===== src/include/pescr_pkg.sv =====
// constants and field layout of the event status / configuration register bank
package pescr_pkg;
   // register indices and their byte addresses on the bus
   localparam logic [7:0] IDX_IRQ_ENABLE = 8'h12;
   localparam logic [7:0] IDX_EVENT_STATUS = 8'h13;
   localparam logic [7:0] IDX_GEN_CONFIG_TWO = 8'h14;
   localparam logic [7:0] IDX_RX_ERR_COUNT = 8'h15;
   localparam int ADDR_W = 8;
   localparam int DATA_W = 32;
   localparam int REG_W = 16;
   localparam logic [ADDR_W-1:0] ADDR_IRQ_ENABLE = 8'(IDX_IRQ_ENABLE * 4);
   localparam logic [ADDR_W-1:0] ADDR_EVENT_STATUS = 8'(IDX_EVENT_STATUS * 4);
   localparam logic [ADDR_W-1:0] ADDR_GEN_CONFIG_TWO = 8'(IDX_GEN_CONFIG_TWO * 4);
   localparam logic [ADDR_W-1:0] ADDR_RX_ERR_COUNT = 8'(IDX_RX_ERR_COUNT * 4);

   // reset values and counter maximum
   localparam logic [15:0] RST_EVENT_STATUS = 16'h0000;
   localparam logic [15:0] RST_GEN_CONFIG_TWO = 16'h29c7;
   localparam logic [15:0] RST_RX_ERR_COUNT = 16'h0000;
   localparam logic [15:0] RST_IRQ_ENABLE = 16'h0000;
   localparam logic [15:0] RX_ERR_MAX = 16'hffff;
   localparam logic [3:0] RST_ATTEMPTS = 4'h4;

   // event status: latched-high clear-on-read bits and live read-only bits
   localparam logic [15:0] EVT_RC_MASK = 16'hfdf1;
   localparam logic [15:0] EVT_RO_MASK = 16'h020e;
   localparam int EVT_NEG_ERR = 15;
   localparam int EVT_SPEED = 14;
   localparam int EVT_DUPLEX = 13;
   localparam int EVT_PAGE = 12;
   localparam int EVT_NEG_DONE = 11;
   localparam int EVT_LINK = 10;
   localparam int EVT_EEE_ERR = 9;
   localparam int EVT_FALSE_CARR = 8;
   localparam int EVT_CONV_FIFO = 7;
   localparam int EVT_XOVER = 6;
   localparam int EVT_DOWNSHIFT = 5;
   localparam int EVT_SLEEP = 4;
   localparam int EVT_WAKE = 3;
   localparam int EVT_MAC_BUF = 2;
   localparam int EVT_POLARITY = 1;
   localparam int EVT_JABBER = 0;

   // general configuration two field positions
   localparam int CFG_PD_DETECT = 15;
   localparam int CFG_TX_ERR_SUP = 14;
   localparam int CFG_IRQ_POL = 13;
   localparam int CFG_SOFT_RST = 12;
   localparam int CFG_ATTEMPT_HI = 11;
   localparam int CFG_ATTEMPT_LO = 10;
   localparam int CFG_DS_EN = 9;
   localparam int CFG_DS_ENH = 8;
   localparam int CFG_SER_NEG = 7;
   localparam int CFG_DS_TEN = 6;
   localparam int CFG_TXCLK_HI = 5;
   localparam int CFG_TXCLK_LO = 4;
   localparam int CFG_COL_FD = 3;
   localparam int CFG_LEGACY = 2;
   localparam int CFG_LDR_SEMI = 1;
   localparam int CFG_FLW_SEMI = 0;

   // transmit clock select codes in 1g mode; attempt decode base
   localparam logic [1:0] TXCLK_2M5 = 2'h0;
   localparam logic [1:0] TXCLK_25M = 2'h1;
   localparam logic [3:0] ATTEMPT_ONE = 4'h1;
endpackage


===== src/design/pescr_regs.sv =====
// event status, general configuration and receive error counter registers on apb
// How it works
// status bit sets if its event happened since the last status read.
// status capture ignores interrupt enables; enables only gate the pin.
// bits 15..10 latch high on negotiation/speed/duplex/page/done/link events; clear on read.
// bit 8 flag_a and bit 7 converter fifo fault latch high, clear on read.
// bits 6,5,4 latch crossover, downshift, sleep change; clear on read.
// bit 0 latches jabber detection, clears on read.
// bits 9,3,2,1 are read-only live status indications.
// config bit 15 enables powered-device detection; resets to zero.
// config bit 14 suppresses serial-side transmit error indication; resets zero.
// config bit 13 selects interrupt pin level, 0 high, 1 low; resets one.
// writing one to bit 12 issues one soft reset pulse; bit self-clears.
// bits 11..10 give failed attempts before downshift: 1,2,4,8; reset code 2.
// config bit 9 enables downshift; resets disabled.
// bit 8 enhanced downshift when no energy on pairs c and d; resets one.
// config bit 7 enables serial-side auto-negotiation; resets one.
// bit 6 allows downshift to 10 Mb/s after 1G and 100M fail.
// bits 5..4 pick 1g transmit clock: 2.5 MHz, 25 MHz, or off.
// config bit 3 allows collision indication in full duplex; resets zero.
// config bit 2 enables automatic legacy scrambler choice as 1G leader.
// bits 1 and 0 enable semi-cross in 1G leader and follower; reset one.
// receive error counter is 16 bits, resets zero, write-one clears bits.
// counter adds one per receive symbol error and saturates at maximum.
// interrupt pin is active when any enabled latched status bit is set; live bits 9,3,2,1 never drive it.
//
// Implementation choice: the APB register port.
`timescale 1ns/100ps
module pescr_regs (
   input wire logic core_clk,
   input wire logic rst,
   // apb slave
   input wire logic psel,
   input wire logic penable,
   input wire logic pwrite,
   input wire logic [pescr_pkg::ADDR_W-1:0] paddr,
   input wire logic [pescr_pkg::DATA_W-1:0] pwdata,
   output logic [pescr_pkg::DATA_W-1:0] prdata,
   output logic pready,
   output logic pslverr,
   // one-cycle event pulses from the core, same clock
   input wire logic negotiation_error_evt,
   input wire logic speed_changed_evt,
   input wire logic duplex_changed_evt,
   input wire logic page_received_evt,
   input wire logic negotiation_done_evt,
   input wire logic link_changed_evt,
   input wire logic flag_a_evt,
   input wire logic converter_fifo_fault_evt,
   input wire logic crossover_changed_evt,
   input wire logic downshift_event_evt,
   input wire logic sleep_changed_evt,
   input wire logic jabber_evt,
   // live status levels, same clock
   input wire logic energy_efficient_error_flag,
   input wire logic wake_packet_flag,
   input wire logic mac_buffer_fault_flag,
   input wire logic polarity_changed_flag,
   input wire logic rx_symbol_error,
   // interrupt pin and configuration outputs
   output logic int_pin,
   output logic powered_device_detect_enable,
   output logic serial_tx_error_suppress,
   output logic serial_soft_reset_pulse,
   output logic [1:0] downshift_attempt_count,
   output logic [3:0] downshift_attempts,
   output logic downshift_enable,
   output logic downshift_enhanced_enable,
   output logic serial_side_negotiation_enable,
   output logic downshift_to_ten_enable,
   output logic [1:0] tx_clock_select,
   output logic tx_clock_off,
   output logic collision_in_full_duplex_enable,
   output logic legacy_scrambler_auto_enable,
   output logic leader_semi_cross_enable,
   output logic follower_semi_cross_enable
);
   typedef struct packed {
      logic [15:0] status;
      logic [15:0] cfg;
      logic [15:0] ien;
      logic [15:0] rx_cnt;
      logic [3:0] attempts;
      logic int_pin;
      logic soft_rst;
      logic pready;
      logic pslverr;
      logic [31:0] prdata;
   } pescr_state_t;

   pescr_state_t s_q;
   pescr_state_t s_d;

   logic [15:0] evt_vec;
   logic [15:0] ro_vec;
   logic [15:0] status_view;
   logic [15:0] rdval;
   logic [15:0] wval;
   logic [15:0] cnt_base;
   logic access;
   logic done;
   logic wr;
   logic rd;
   logic mapped;

   // gather event pulses into their bit positions
   always_comb begin
      evt_vec = '0;
      evt_vec[pescr_pkg::EVT_NEG_ERR] = negotiation_error_evt;
      evt_vec[pescr_pkg::EVT_SPEED] = speed_changed_evt;
      evt_vec[pescr_pkg::EVT_DUPLEX] = duplex_changed_evt;
      evt_vec[pescr_pkg::EVT_PAGE] = page_received_evt;
      evt_vec[pescr_pkg::EVT_NEG_DONE] = negotiation_done_evt;
      evt_vec[pescr_pkg::EVT_LINK] = link_changed_evt;
      evt_vec[pescr_pkg::EVT_FALSE_CARR] = flag_a_evt;
      evt_vec[pescr_pkg::EVT_CONV_FIFO] = converter_fifo_fault_evt;
      evt_vec[pescr_pkg::EVT_XOVER] = crossover_changed_evt;
      evt_vec[pescr_pkg::EVT_DOWNSHIFT] = downshift_event_evt;
      evt_vec[pescr_pkg::EVT_SLEEP] = sleep_changed_evt;
      evt_vec[pescr_pkg::EVT_JABBER] = jabber_evt;
      ro_vec = '0;
      ro_vec[pescr_pkg::EVT_EEE_ERR] = energy_efficient_error_flag;
      ro_vec[pescr_pkg::EVT_WAKE] = wake_packet_flag;
      ro_vec[pescr_pkg::EVT_MAC_BUF] = mac_buffer_fault_flag;
      ro_vec[pescr_pkg::EVT_POLARITY] = polarity_changed_flag;
   end

   // bus decode; the answer comes one cycle into the access phase
   assign access = psel & penable;
   assign done = access & s_q.pready;
   assign wr = done & pwrite;
   assign rd = done & ~pwrite;
   assign wval = pwdata[15:0];
   assign status_view = (s_q.status & pescr_pkg::EVT_RC_MASK) | (ro_vec & pescr_pkg::EVT_RO_MASK);

   // read mux; unmapped or misaligned addresses read zero and flag an error
   always_comb begin
      mapped = 1'b1;
      rdval = '0;
      case (paddr)
         pescr_pkg::ADDR_IRQ_ENABLE: begin
            rdval = s_q.ien;
         end
         pescr_pkg::ADDR_EVENT_STATUS: begin
            rdval = status_view;
         end
         pescr_pkg::ADDR_GEN_CONFIG_TWO: begin
            rdval = s_q.cfg; // soft reset bit always reads back zero
         end
         pescr_pkg::ADDR_RX_ERR_COUNT: begin
            rdval = s_q.rx_cnt;
         end
         default: begin
            mapped = 1'b0;
         end
      endcase
   end

   // next state of the whole bank
   always_comb begin
      s_d = s_q;

      // handshake: pready rises after one access cycle, drops after completion
      s_d.pready = access & ~s_q.pready;
      s_d.pslverr = access & ~s_q.pready & ~mapped;
      if (access & ~s_q.pready) begin
         s_d.prdata = {16'h0000, rdval};
      end

      // a read clears only the bits it reported, so events after the sample survive
      if (rd && paddr == pescr_pkg::ADDR_EVENT_STATUS) begin
         s_d.status = s_q.status & ~s_q.prdata[pescr_pkg::REG_W-1:0];
      end
      s_d.status = (s_d.status | evt_vec) & pescr_pkg::EVT_RC_MASK;

      // interrupt enables, own register
      if (wr && paddr == pescr_pkg::ADDR_IRQ_ENABLE) begin
         s_d.ien = wval;
      end

      // configuration word; soft reset bit is never stored
      s_d.soft_rst = 1'b0;
      if (wr && paddr == pescr_pkg::ADDR_GEN_CONFIG_TWO) begin
         s_d.cfg = wval;
         s_d.cfg[pescr_pkg::CFG_SOFT_RST] = 1'b0;
         s_d.soft_rst = wval[pescr_pkg::CFG_SOFT_RST];
      end

      // attempt count decode: code n gives 2**n attempts
      s_d.attempts = pescr_pkg::ATTEMPT_ONE
         << s_d.cfg[pescr_pkg::CFG_ATTEMPT_HI:pescr_pkg::CFG_ATTEMPT_LO];

      // counter: write-one clear first, then a new error still counts
      cnt_base = s_q.rx_cnt;
      if (wr && paddr == pescr_pkg::ADDR_RX_ERR_COUNT) begin
         cnt_base = s_q.rx_cnt & ~wval;
      end
      if (rx_symbol_error && cnt_base != pescr_pkg::RX_ERR_MAX) begin
         cnt_base = cnt_base + 16'h0001;
      end
      s_d.rx_cnt = cnt_base;

      // pin level follows next status so it has no extra lag; xor applies polarity
      s_d.int_pin = (|(s_d.status & s_d.ien)) ^ s_d.cfg[pescr_pkg::CFG_IRQ_POL];
   end

   // single state register
   always_ff @(posedge core_clk or posedge rst) begin
      if (rst) begin
         s_q.status <= pescr_pkg::RST_EVENT_STATUS;
         s_q.cfg <= pescr_pkg::RST_GEN_CONFIG_TWO;
         s_q.ien <= pescr_pkg::RST_IRQ_ENABLE;
         s_q.rx_cnt <= pescr_pkg::RST_RX_ERR_COUNT;
         s_q.attempts <= pescr_pkg::RST_ATTEMPTS;
         s_q.int_pin <= 1'b1; // inactive for the active-low reset polarity
         s_q.soft_rst <= 1'b0;
         s_q.pready <= 1'b0;
         s_q.pslverr <= 1'b0;
         s_q.prdata <= 32'h0000_0000;
      end else begin
         s_q <= s_d;
      end
   end

   // outputs straight from the state flops
   assign prdata = s_q.prdata;
   assign pready = s_q.pready;
   assign pslverr = s_q.pslverr;
   assign int_pin = s_q.int_pin;
   assign serial_soft_reset_pulse = s_q.soft_rst;
   assign powered_device_detect_enable = s_q.cfg[pescr_pkg::CFG_PD_DETECT];
   assign serial_tx_error_suppress = s_q.cfg[pescr_pkg::CFG_TX_ERR_SUP];
   assign downshift_attempt_count =
      s_q.cfg[pescr_pkg::CFG_ATTEMPT_HI:pescr_pkg::CFG_ATTEMPT_LO];
   assign downshift_attempts = s_q.attempts;
   assign downshift_enable = s_q.cfg[pescr_pkg::CFG_DS_EN];
   assign downshift_enhanced_enable = s_q.cfg[pescr_pkg::CFG_DS_ENH];
   assign serial_side_negotiation_enable = s_q.cfg[pescr_pkg::CFG_SER_NEG];
   assign downshift_to_ten_enable = s_q.cfg[pescr_pkg::CFG_DS_TEN];
   assign tx_clock_select = s_q.cfg[pescr_pkg::CFG_TXCLK_HI:pescr_pkg::CFG_TXCLK_LO];
   // codes 2 and 3 both stop the clock; only the high bit is needed
   assign tx_clock_off = s_q.cfg[pescr_pkg::CFG_TXCLK_HI];
   assign collision_in_full_duplex_enable = s_q.cfg[pescr_pkg::CFG_COL_FD];
   assign legacy_scrambler_auto_enable = s_q.cfg[pescr_pkg::CFG_LEGACY];
   assign leader_semi_cross_enable = s_q.cfg[pescr_pkg::CFG_LDR_SEMI];
   assign follower_semi_cross_enable = s_q.cfg[pescr_pkg::CFG_FLW_SEMI];
endmodule


===== config.mk =====
export PLATFORM = sky130hd
export DESIGN_NAME = pescr_regs
export DESIGN_NICKNAME = d
export VERILOG_FILES = /design/src/include/pescr_pkg.sv /design/src/design/pescr_regs.sv
export SDC_FILE = /design/constraint.sdc
export NUM_CORES = 1
export LEC_CHECK = 0
export BUFFER_PORTS_ARGS = -buffer_cell sky130_fd_sc_hd__buf_2
export CELL_PAD_IN_SITES_DETAIL_PLACEMENT = 1
export CELL_PAD_IN_SITES_GLOBAL_PLACEMENT = 1
export CORE_MARGIN = 3
export CORE_UTILIZATION = 37
export CTS_BUF_LIST = sky130_fd_sc_hd__clkbuf_8 sky130_fd_sc_hd__clkbuf_16
export DETAILED_ROUTE_END_ITERATION = 12
export GPL_TIMING_DRIVEN = 0
export PLACE_DENSITY = 0.76
export SETUP_SLACK_MARGIN = 0.2
export SKIP_CTS_REPAIR_TIMING = 1
export SYNTH_ARGS = -nofsm -noshare
export SYNTH_HDL_FRONTEND = slang
export SYNTH_SLANG_ARGS = --single-unit
export TNS_END_PERCENT = 1

===== constraint.sdc =====
create_clock -name core_clk -period 2.7 [get_ports core_clk]
set_input_delay 0.675 -clock core_clk [delete_from_list [all_inputs] [get_ports core_clk]]
set_output_delay 0.675 -clock core_clk [all_outputs]
set_load 0.02 [all_outputs]

Yosys cells after proc, flatten, opt, wreduce, memory -nomap -nowiden
Index checks and enable logic that the tools add are counted.
{"block": "classes", "muxes": 8, "eq_ne": 5, "add_sub_neg": 1, "n_shift": 1, "reduce_logical": 7, "bitwise": 17}
{"op": "2-to-1 mux 16 bit", "count": 4}
{"op": "one-hot mux 16 bit (4 select lines)", "count": 1}
{"op": "bitwise AND 16 bit", "count": 3}
{"op": "equality test 8 x 7 -> 1 bit (second input constant)", "count": 4}
{"op": "NOT 16 bit", "count": 2}
{"op": "adder 16 x 1 -> 16 bit (second input constant)", "count": 1}
{"op": "inequality test 16 bit (second input constant)", "count": 1}
{"op": "OR 16 x 10 -> 16 bit", "count": 1}
{"op": "OR 16 bit", "count": 1}
{"op": "OR reduction 16 bit", "count": 1}
{"op": "2-to-1 mux 14 bit", "count": 1}
{"op": "bitwise AND 1 bit", "count": 6}
{"op": "logical AND 1 bit", "count": 5}
{"op": "OR reduction 4 bit", "count": 1}
{"op": "left shift 1 x 2 -> 4 bit (first input constant)", "count": 1}
{"op": "NOT 1 bit", "count": 3}
{"op": "2-to-1 mux 1 bit", "count": 2}
{"op": "bitwise XOR 1 bit", "count": 1}
{"block": "totals", "out_inout_bits": 55, "input_bits": 62, "elab_cells": 50, "register_bits": 83}

Logic depth before layout (Yosys ltp)
Gate-level depths: netlist (run 1).
{"block": "depth", "word_depth": 9, "depth_mapped": 12, "mapped_depth_nobuf": 10}

Least setup slack after synthesis (run 1)
No wires, ideal clock.
{"block": "synth_path", "kind": "input port to flip-flop", "start": "in paddr[1] (netlist name)", "end": "reg s_q[49] (netlist name)", "path_buffers": 2, "slack_ns": -0.750, "required_time_ns": 2.579, "arrival_time_ns": 3.329, "stages": 12, "path_cell_list": "nor4b_1 > and3_1 > clkbuf_1 > buf_1 > a21boi_0 > ha_1 > and3_1 > nand4_1 > a21oi_2 > a2111oi_1 > and2_0 > nor3_1"}
{"block": "synth_via", "elab_chain_len": 6, "word_cells_on_any_way": 7, "classes_between": "add/sub (1); eq/ne (2); mux (2); reduce/logical (2)"}
{"element": "start, declared", "line_no": "pescr_regs.sv:36", "source": "input wire logic [pescr_pkg::ADDR_W-1:0] paddr,"}
{"element": "equality test 8 x 7 -> 1 bit *", "line_no": "pescr_regs.sv:195", "source": "if (wr && paddr == pescr_pkg::ADDR_RX_ERR_COUNT) begin"}
{"element": "logical AND 1 bit *", "line_no": "pescr_regs.sv:195"}
{"element": "2-to-1 mux 16 bit *", "line_no": "pescr_regs.sv:195"}
{"element": "parallel branches: the longest is 2 deep, another holds adder 16 x 1 -> 16 bit"}
{"element": "2-to-1 mux 16 bit *", "line_no": "pescr_regs.sv:198", "source": "if (rx_symbol_error && cnt_base != pescr_pkg::RX_ERR_MAX) begin"}
{"element": "net cnt_base[9]", "line_no": "pescr_regs.sv:99", "source": "logic [15:0] cnt_base;"}
{"element": "end, declared", "line_no": "pescr_regs.sv:91", "source": "pescr_state_t s_q;"}
Mark *: on every way through the listed nets, which the timed path passes.
A chain may end at the register's enable or synchronous reset.

Final worst setup path (run 1)
{"block": "layout_path", "start": "in paddr[3] (netlist name)", "end": "reg s_q[49] (netlist name)"}
The elaborated chain is that of the path after synthesis.

==> results.sh, run 1 <==
export IMPL_status="finished with violations"
export IMPL_violations="setup timing"
export IMPL_grt_max_degree=41
export IMPL_gp_congestion=0.922
export IMPL_synthToLayoutAreaGrowth_pct=27.3
export IMPL_critPathTopFamily="simple AND/OR/NAND/NOR gates"
export IMPL_crit_path_start_kind="input pin"
export IMPL_coreArea_sq_mm=0.0122
export IMPL_via_per_inst=5.46
export IMPL_port_buffers=84
export IMPL_cp_required_ns=2.95
export IMPL_ys_async_sr_fraction=1.00
export IMPL_initial_utilization=0.385
export IMPL_yosys_most_used_dff="dfrtp_1"
export IMPL_crit_fanout=6
export IMPL_cp_cell_sequence="buf_8 -> nor4b_4 -> and3_4 -> buf_8 -> buf_12 -> a21boi_4 -> ha_2 -> and3_4 -> nand4_1 -> a21oi_4 -> a2111oi_4 -> o22ai_1 -> nor3_1"
export IMPL_routedWlPerCell_um=20.6
export IMPL_crit_type="in2reg"
export IMPL_nNetsFinal=648
export IMPL_place_hpwl_um=11900
export IMPL_antenna_cells=0
export IMPL_cts_tree="built"
export IMPL_worstPathBufferInverterCount=3
export IMPL_synth_compound_area_share=0.185
export IMPL_htreeDepth=3
export IMPL_synth_edf_count=0
export IMPL_grt_overflow=0
export IMPL_fin_crit_sh=1.07
export IMPL_peakVddDrop_mv=0.288
export IMPL_rsz0062_at_grt="true"
export IMPL_drt_antenna_violating_nets=0
export IMPL_layout_commonest_cell="buf_2"
export IMPL_synth_seq_cells=83
export IMPL_post_route_util=0.489
export IMPL_grt_pass1_vias=4362
export IMPL_setup_tns_final_ns=-1.06
export IMPL_worst_r2r_setup_slack_ns=-0.10
export IMPL_reg2reg_depth=13
export IMPL_clock_sinks=83
export IMPL_cp_end_kind="flip-flop"
export IMPL_max_cap_violations=0
export IMPL_hold_path_class="in2async"
export IMPL_first_iter_violations=301
export IMPL_antenna_found_initial=0
export IMPL_clock_root_buffer="clkbuf_16"
export IMPL_worst_slew_pin_slew_ns=0.637
export IMPL_synth_cells=463
export IMPL_layout_min_cycle_time_ns=2.88
export IMPL_synthSimpleGateAreaFrac=0.180
export IMPL_slew_headroom=0.574
export IMPL_yosys_warnings=0
export IMPL_yosysSeqAreaShare=0.447
export IMPL_routed_wl_um=15600
export IMPL_worstPathArrival_ns=3.13
export IMPL_synthXorXnorAreaFrac=0.0243
export IMPL_num_vias=4142
export IMPL_drcViolationCount=0
export IMPL_die_x_um=118
export IMPL_cts_buffers=9
export IMPL_grt_total_usage=0.222
export IMPL_power_leakage_uw=0.00295
export IMPL_die_area_sq_mm=0.0140
export IMPL_finalMaxSlewViolations=0
export IMPL_reg2reg_to="s_q[43]"
export IMPL_path_clk_slew_ns=0.06
export IMPL_setup_slack_ns=-0.183
export IMPL_ios=117
export IMPL_die_h_um=118
export IMPL_rows=40
export IMPL_grt_first_pass_wirelength_um=24500
export IMPL_rr_startpoint="pready"
export IMPL_power_density_mw_per_mm2=504
export IMPL_cts_max_path_buffers=2
export IMPL_max_freq_mhz=347
export IMPL_synth_top_family_by_area="compound AO/OA/AOI/OAI gates"
export IMPL_synth_fa_ha_area_frac=0.00268
export IMPL_drive_above_1_share=0.390
export IMPL_setup_viol=18
export IMPL_synth_area_mux_share=0.0516
export IMPL_skew_ns=0.00596
export IMPL_crit_slowest_cell="a2111oi_4"
export IMPL_syn_avg_cell_area_sq_um=10.1
export IMPL_dr_pass1_iters=7
export IMPL_holdWs_ns=0.366
export IMPL_hold_violations=0
export IMPL_synth_area_sq_mm=0.00468
export IMPL_final_cell_mix="buf_2, dfrtp_1, nand2_1, buf_4, inv_1"
export IMPL_synth_cell_type_count=68
export IMPL_cp_slowest_stage_delay_ns=0.39
export IMPL_clock_latency_ns=0.34
[synthesized netlist by cell type (all sizes together) (4+ instances only)]
library cell,number,share of area
xnor2,6,0.011
o2111ai,5,0.011
dfrtp,73,0.39
nor2,16,0.013
xor2,7,0.013
and4,5,0.0094
inv,24,0.019
a21oi,12,0.014
a21o,4,0.0064
mux2,17,0.041
nor4,10,0.015
a41oi,6,0.011
and3,6,0.0080
mux2i,5,0.011
o31a,6,0.012
o22ai,7,0.0094
nor3,5,0.0064
nand4,10,0.017
a22o,18,0.034
or2,14,0.019
o21ai,9,0.0096
nor2b,7,0.0094
a22oi,19,0.030
or4,4,0.0072
a21boi,5,0.0088
nand3,4,0.0043
dfstp,10,0.056
buf,45,0.073
clkbuf,12,0.014
nand2,56,0.045
a222oi,6,0.013
[cell type report]
cell class / count / area (sq um)
plain buffers: 58 / 450
repair buffers: 96 / 552
multi-input cells: 313 / 2260
clock buffers: 11 / 253
well taps: 168 / 210
fillers: 1396 / 6210
inverters: 24 / 93.8
flip-flops and latches: 83 / 2090
clock inverters: 5 / 46.3
[sequential cells by signal, indices dropped and copies added, names as in the netlist, 2 cells and up]
| signal | cells |
|---|---|
| s_q | 45 |
| prdata | 16 |
| downshift_attempts | 4 |
| downshift_attempt_count | 2 |
[stage by stage]
stage | total power, uW | worst slack (ns) | area, sq um | std cells
after floorplan | 1580 | -0.0864 | 4810 | 478
after global placement | 1710 | -0.503 | 5450 | 730
after detailed placement | 1750 | -0.598 | 5490 | 732
after CTS | 2990 | -0.246 | 5780 | 748
after global routing | 3120 | -0.286 | 5950 | 758
final | 3000 | -0.183 | 5950 | 758
[logic make-up (layout without fill, tap and decap cells)]
logic type / count (synthesis) / count (layout)
flip-flops: 83 / 83
buffers and inverters: 82 / 194
multiplexers: 22 / 22
adder cells (fa/ha/maj): 1 / 1
AO/OA/AOI/OAI: 112 / 112
other: 1 / 16
AND/OR/NAND/NOR: 149 / 149
XOR/XNOR: 13 / 13
[worst max path at each step]
stage / from / endpoint / slack [ns] / cells past startpoint
2_1_floorplan: paddr[5] / s_q[43] / -0.09 / 12
3_3_place_gp: paddr[1] / s_q[45] / -0.50 / 13
3_5_place_dp: paddr[2] / s_q[43] / -0.60 / 13
4_1_cts: paddr[2] / s_q[43] / -0.25 / 13
5_1_grt: paddr[3] / s_q[49] / -0.29 / 13
6_report: paddr[3] / s_q[49] / -0.18 / 13
[routing by layer]
layer	up-vias	part of all wire	GRT usage
met4	0	0.020	0.0797
met5	-	0	0
met3	26	0.050	0.0340
met2	145	0.50	0.372
met1	2077	0.43	0.293
li1	1894	-	-
[power by group]
group          switching, uW  internal, uW  leakage [uW]
Sequential              76.0          1300       0.00103
Combinational            213           162       0.00177
Clock                    497           756      0.000159
Total                    786          2210       0.00295
No activity file was read; power rests on OpenSTA's default activity.
==> run 2, diff against run 1 <==
- ABC_AREA: unset -> 1
- CORE_MARGIN: 3 -> 2
- CORE_UTILIZATION: 37 -> 35
==> run 2 against run 1 <==
Effect of this change: the run now ends clean; cell count rose by 20%; sequential power fell by 4%; routed wire length barely moved; cell area fell by 3.9%; worst hold slack improved by 0.045 ns; largest cell class is now flip-flops and latches.
==> results.sh, run 2 <==
export IMPL_status="completed"
export IMPL_synthToLayoutAreaGrowth_pct=23.4
export IMPL_worst_slew_pin_slew_ns=0.734
export IMPL_antenna_found_initial=0
export IMPL_clock_latency_ns=0.35
export IMPL_crit_top_cell="nand2_1"
export IMPL_dp_cells=891
export IMPL_grt_overflow=0
export IMPL_first_iter_violations=227
export IMPL_clock_root_buffer="clkbuf_16"
export IMPL_final_cells=909
export IMPL_finalMaxSlewViolations=0
export IMPL_drt_antenna_violating_nets=0
export IMPL_cp_required_ns=2.98
export IMPL_final_cell_mix="nand2_1, buf_2, dfrtp_1, inv_1, o21ai_0"
export IMPL_nNetsFinal=791
export IMPL_rows=42
export IMPL_ys_async_sr_fraction=1.00
export IMPL_routed_wl_um=15600
export IMPL_die_x_um=119
export IMPL_yosys_warnings=0
export IMPL_power_leakage_uw=0.00302
export IMPL_synth_seq_cells=83
export IMPL_synth_top_family_by_area="simple AND/OR/NAND/NOR gates"
export IMPL_place_hpwl_um=11700
export IMPL_port_buffers=84
export IMPL_ys_top_cells_by_area="dfrtp_1, nand2_1, buf_4"
export IMPL_synth_cell_type_count=31
export IMPL_syn_avg_cell_area_sq_um=7.55
export IMPL_die_h_um=119
export IMPL_hold_path_class="in2async"
export IMPL_synth_most_common_cell="nand2_1"
export IMPL_crit_path_start_kind="input pin"
export IMPL_yosys_most_used_dff="dfrtp_1"
export IMPL_grt_pass1_vias=4757
export IMPL_synth_cells=614
export IMPL_synth_area_mux_share=0
export IMPL_ys_top_cells_by_count="nand2_1, dfrtp_1, inv_1, o21ai_0, nor2_1"
export IMPL_synth_compound_area_share=0.0839
export IMPL_total_power_uw=3010
export IMPL_slew_headroom=0.511
export IMPL_max_cap_violations=0
export IMPL_yosysSeqAreaShare=0.450
export IMPL_largest_reg_flops=45
export IMPL_synthXorXnorAreaFrac=0.00566
export IMPL_layout_commonest_cell="nand2_1"
export IMPL_max_freq_mhz=416
export IMPL_synth_edf_count=0
export IMPL_post_route_util=0.437
export IMPL_cp_slowest_stage_delay_ns=0.45
export IMPL_power_density_mw_per_mm2=526
export IMPL_cts_tree="built"
export IMPL_initial_utilization=0.354
export IMPL_cts_max_path_buffers=2
export IMPL_worstPathArrival_ns=2.68
export IMPL_ios=117
export IMPL_synthSimpleGateAreaFrac=0.319
export IMPL_setup_viol=0
export IMPL_netlist_area_leader_share=0.394
export IMPL_crit_type="in2reg"
export IMPL_synth_fa_ha_area_frac=0.00270
export IMPL_path_clk_slew_ns=0.07
export IMPL_grt_first_pass_wirelength_um=24900
export IMPL_synth_area_sq_mm=0.00464
export IMPL_setup_tns_final_ns=0
export IMPL_gp_congestion=0.867
export IMPL_peakVddDrop_mv=0.335
export IMPL_cts_buffers=9
export IMPL_hold_violations=0
export IMPL_die_area_sq_mm=0.0142
export IMPL_drcViolationCount=0
export IMPL_critPathTopFamily="simple AND/OR/NAND/NOR gates"
export IMPL_rsz0062_at_grt="true"
export IMPL_num_vias=4504
export IMPL_antenna_cells=0
export IMPL_regMostFlops="s_q"
export IMPL_grt_max_degree=34
export IMPL_clock_sinks=83
export IMPL_synth_top_cell_by_area="dfrtp_1"
export IMPL_dr_pass1_iters=4
export IMPL_via_per_inst=4.95
export IMPL_crit_fanout=10
export IMPL_skew_ns=0.00756
export IMPL_coreArea_sq_mm=0.0131
export IMPL_grt_total_usage=0.228
export IMPL_layout_min_cycle_time_ns=2.40
export IMPL_crit_slowest_cell="nor3b_1"
export IMPL_fin_crit_sh=0.889
export IMPL_cp_cell_sequence="buf_2 -> nand2_1 -> nor3b_1 -> nand2_1 -> clkbuf_1 -> o21ai_0 -> nand2_1 -> nand2_1 -> nand2_1 -> nor2_1 -> nand3_1 -> nand2_1 -> nand2_1"
export IMPL_routedWlPerCell_um=17.2
export IMPL_drive_above_1_share=0.251
export IMPL_cp_end_kind="flip-flop"
export IMPL_holdWs_ns=0.411
export IMPL_worstPathBufferInverterCount=2
export IMPL_htreeDepth=3
## run 2: cell count changes in the layout (fill, tap and decap cells not counted), moves of 17 or more
| cell | change |
|---|---|
| o21ai_0 | +41 |
| mux2_2 | -17 |
| inv_1 | +31 |
| nand2_1 | +149 |
| nor2_1 | +34 |
| a22oi_1 | -19 |
| nand3_1 | +41 |
| a22o_1 | -18 |
## run 2: final cells by class
type	instances	area [sq um]
multi-input cells	425	1970
clock buffers	10	239
fillers	1675	7360
well taps	176	220
repair buffers	88	475
inverters	61	235
plain buffers	60	407
clock inverters	6	88.8
flip-flops and latches	83	2090
## run 2: kinds of logic (layout without fill, tap and decap cells)
logic type               count (synthesis)  in the layout
buffers and inverters                  121            225
AND/OR/NAND/NOR                        338            338
flip-flops                              83             83
AO/OA/AOI/OAI                           67             67
XOR/XNOR                                 3              3
other                                    1             16
adder cells (fa/ha/maj)                  1              1
## run 2: through the flow
stage | cell area [sq um] | setup slack (ns)
after CTS | 5710 | 0.194
after global routing | 5720 | 0.123
after detailed placement | 5380 | -0.171
after floorplan | 4700 | 0.515
final | 5720 | 0.298
after global placement | 5340 | -0.0636
## run 2: final timing paths
check | start | end | slack (ns) | cells past startpoint
setup reg to reg | pready | int_pin | 0.39 | 11
min in group core_clk | prdata[2] | prdata[2] | 0.49 | 2
hold reg to reg | prdata[2] | prdata[2] | 0.49 | 2
hold / removal | rst | downshift_attempt_count[0] | 0.41 | 2
setup / recovery | psel | int_pin | 0.30 | 13
max in group asynchronous | rst | s_q[85] | 1.63 | 3
## run 2: where the power goes
group	switching [uW]	total, uW	internal, uW
sequential	37.5	1320	1280
combinational	212	323	111
clock	531	1370	835
## run 2: layer usage
metal	vias to the layer above	part of all wire	global-route usage
met5	-	0	0
met4	0	0.025	0.0930
met3	26	0.056	0.0484
met2	123	0.49	0.381
met1	2227	0.43	0.286
li1	2128	-	-
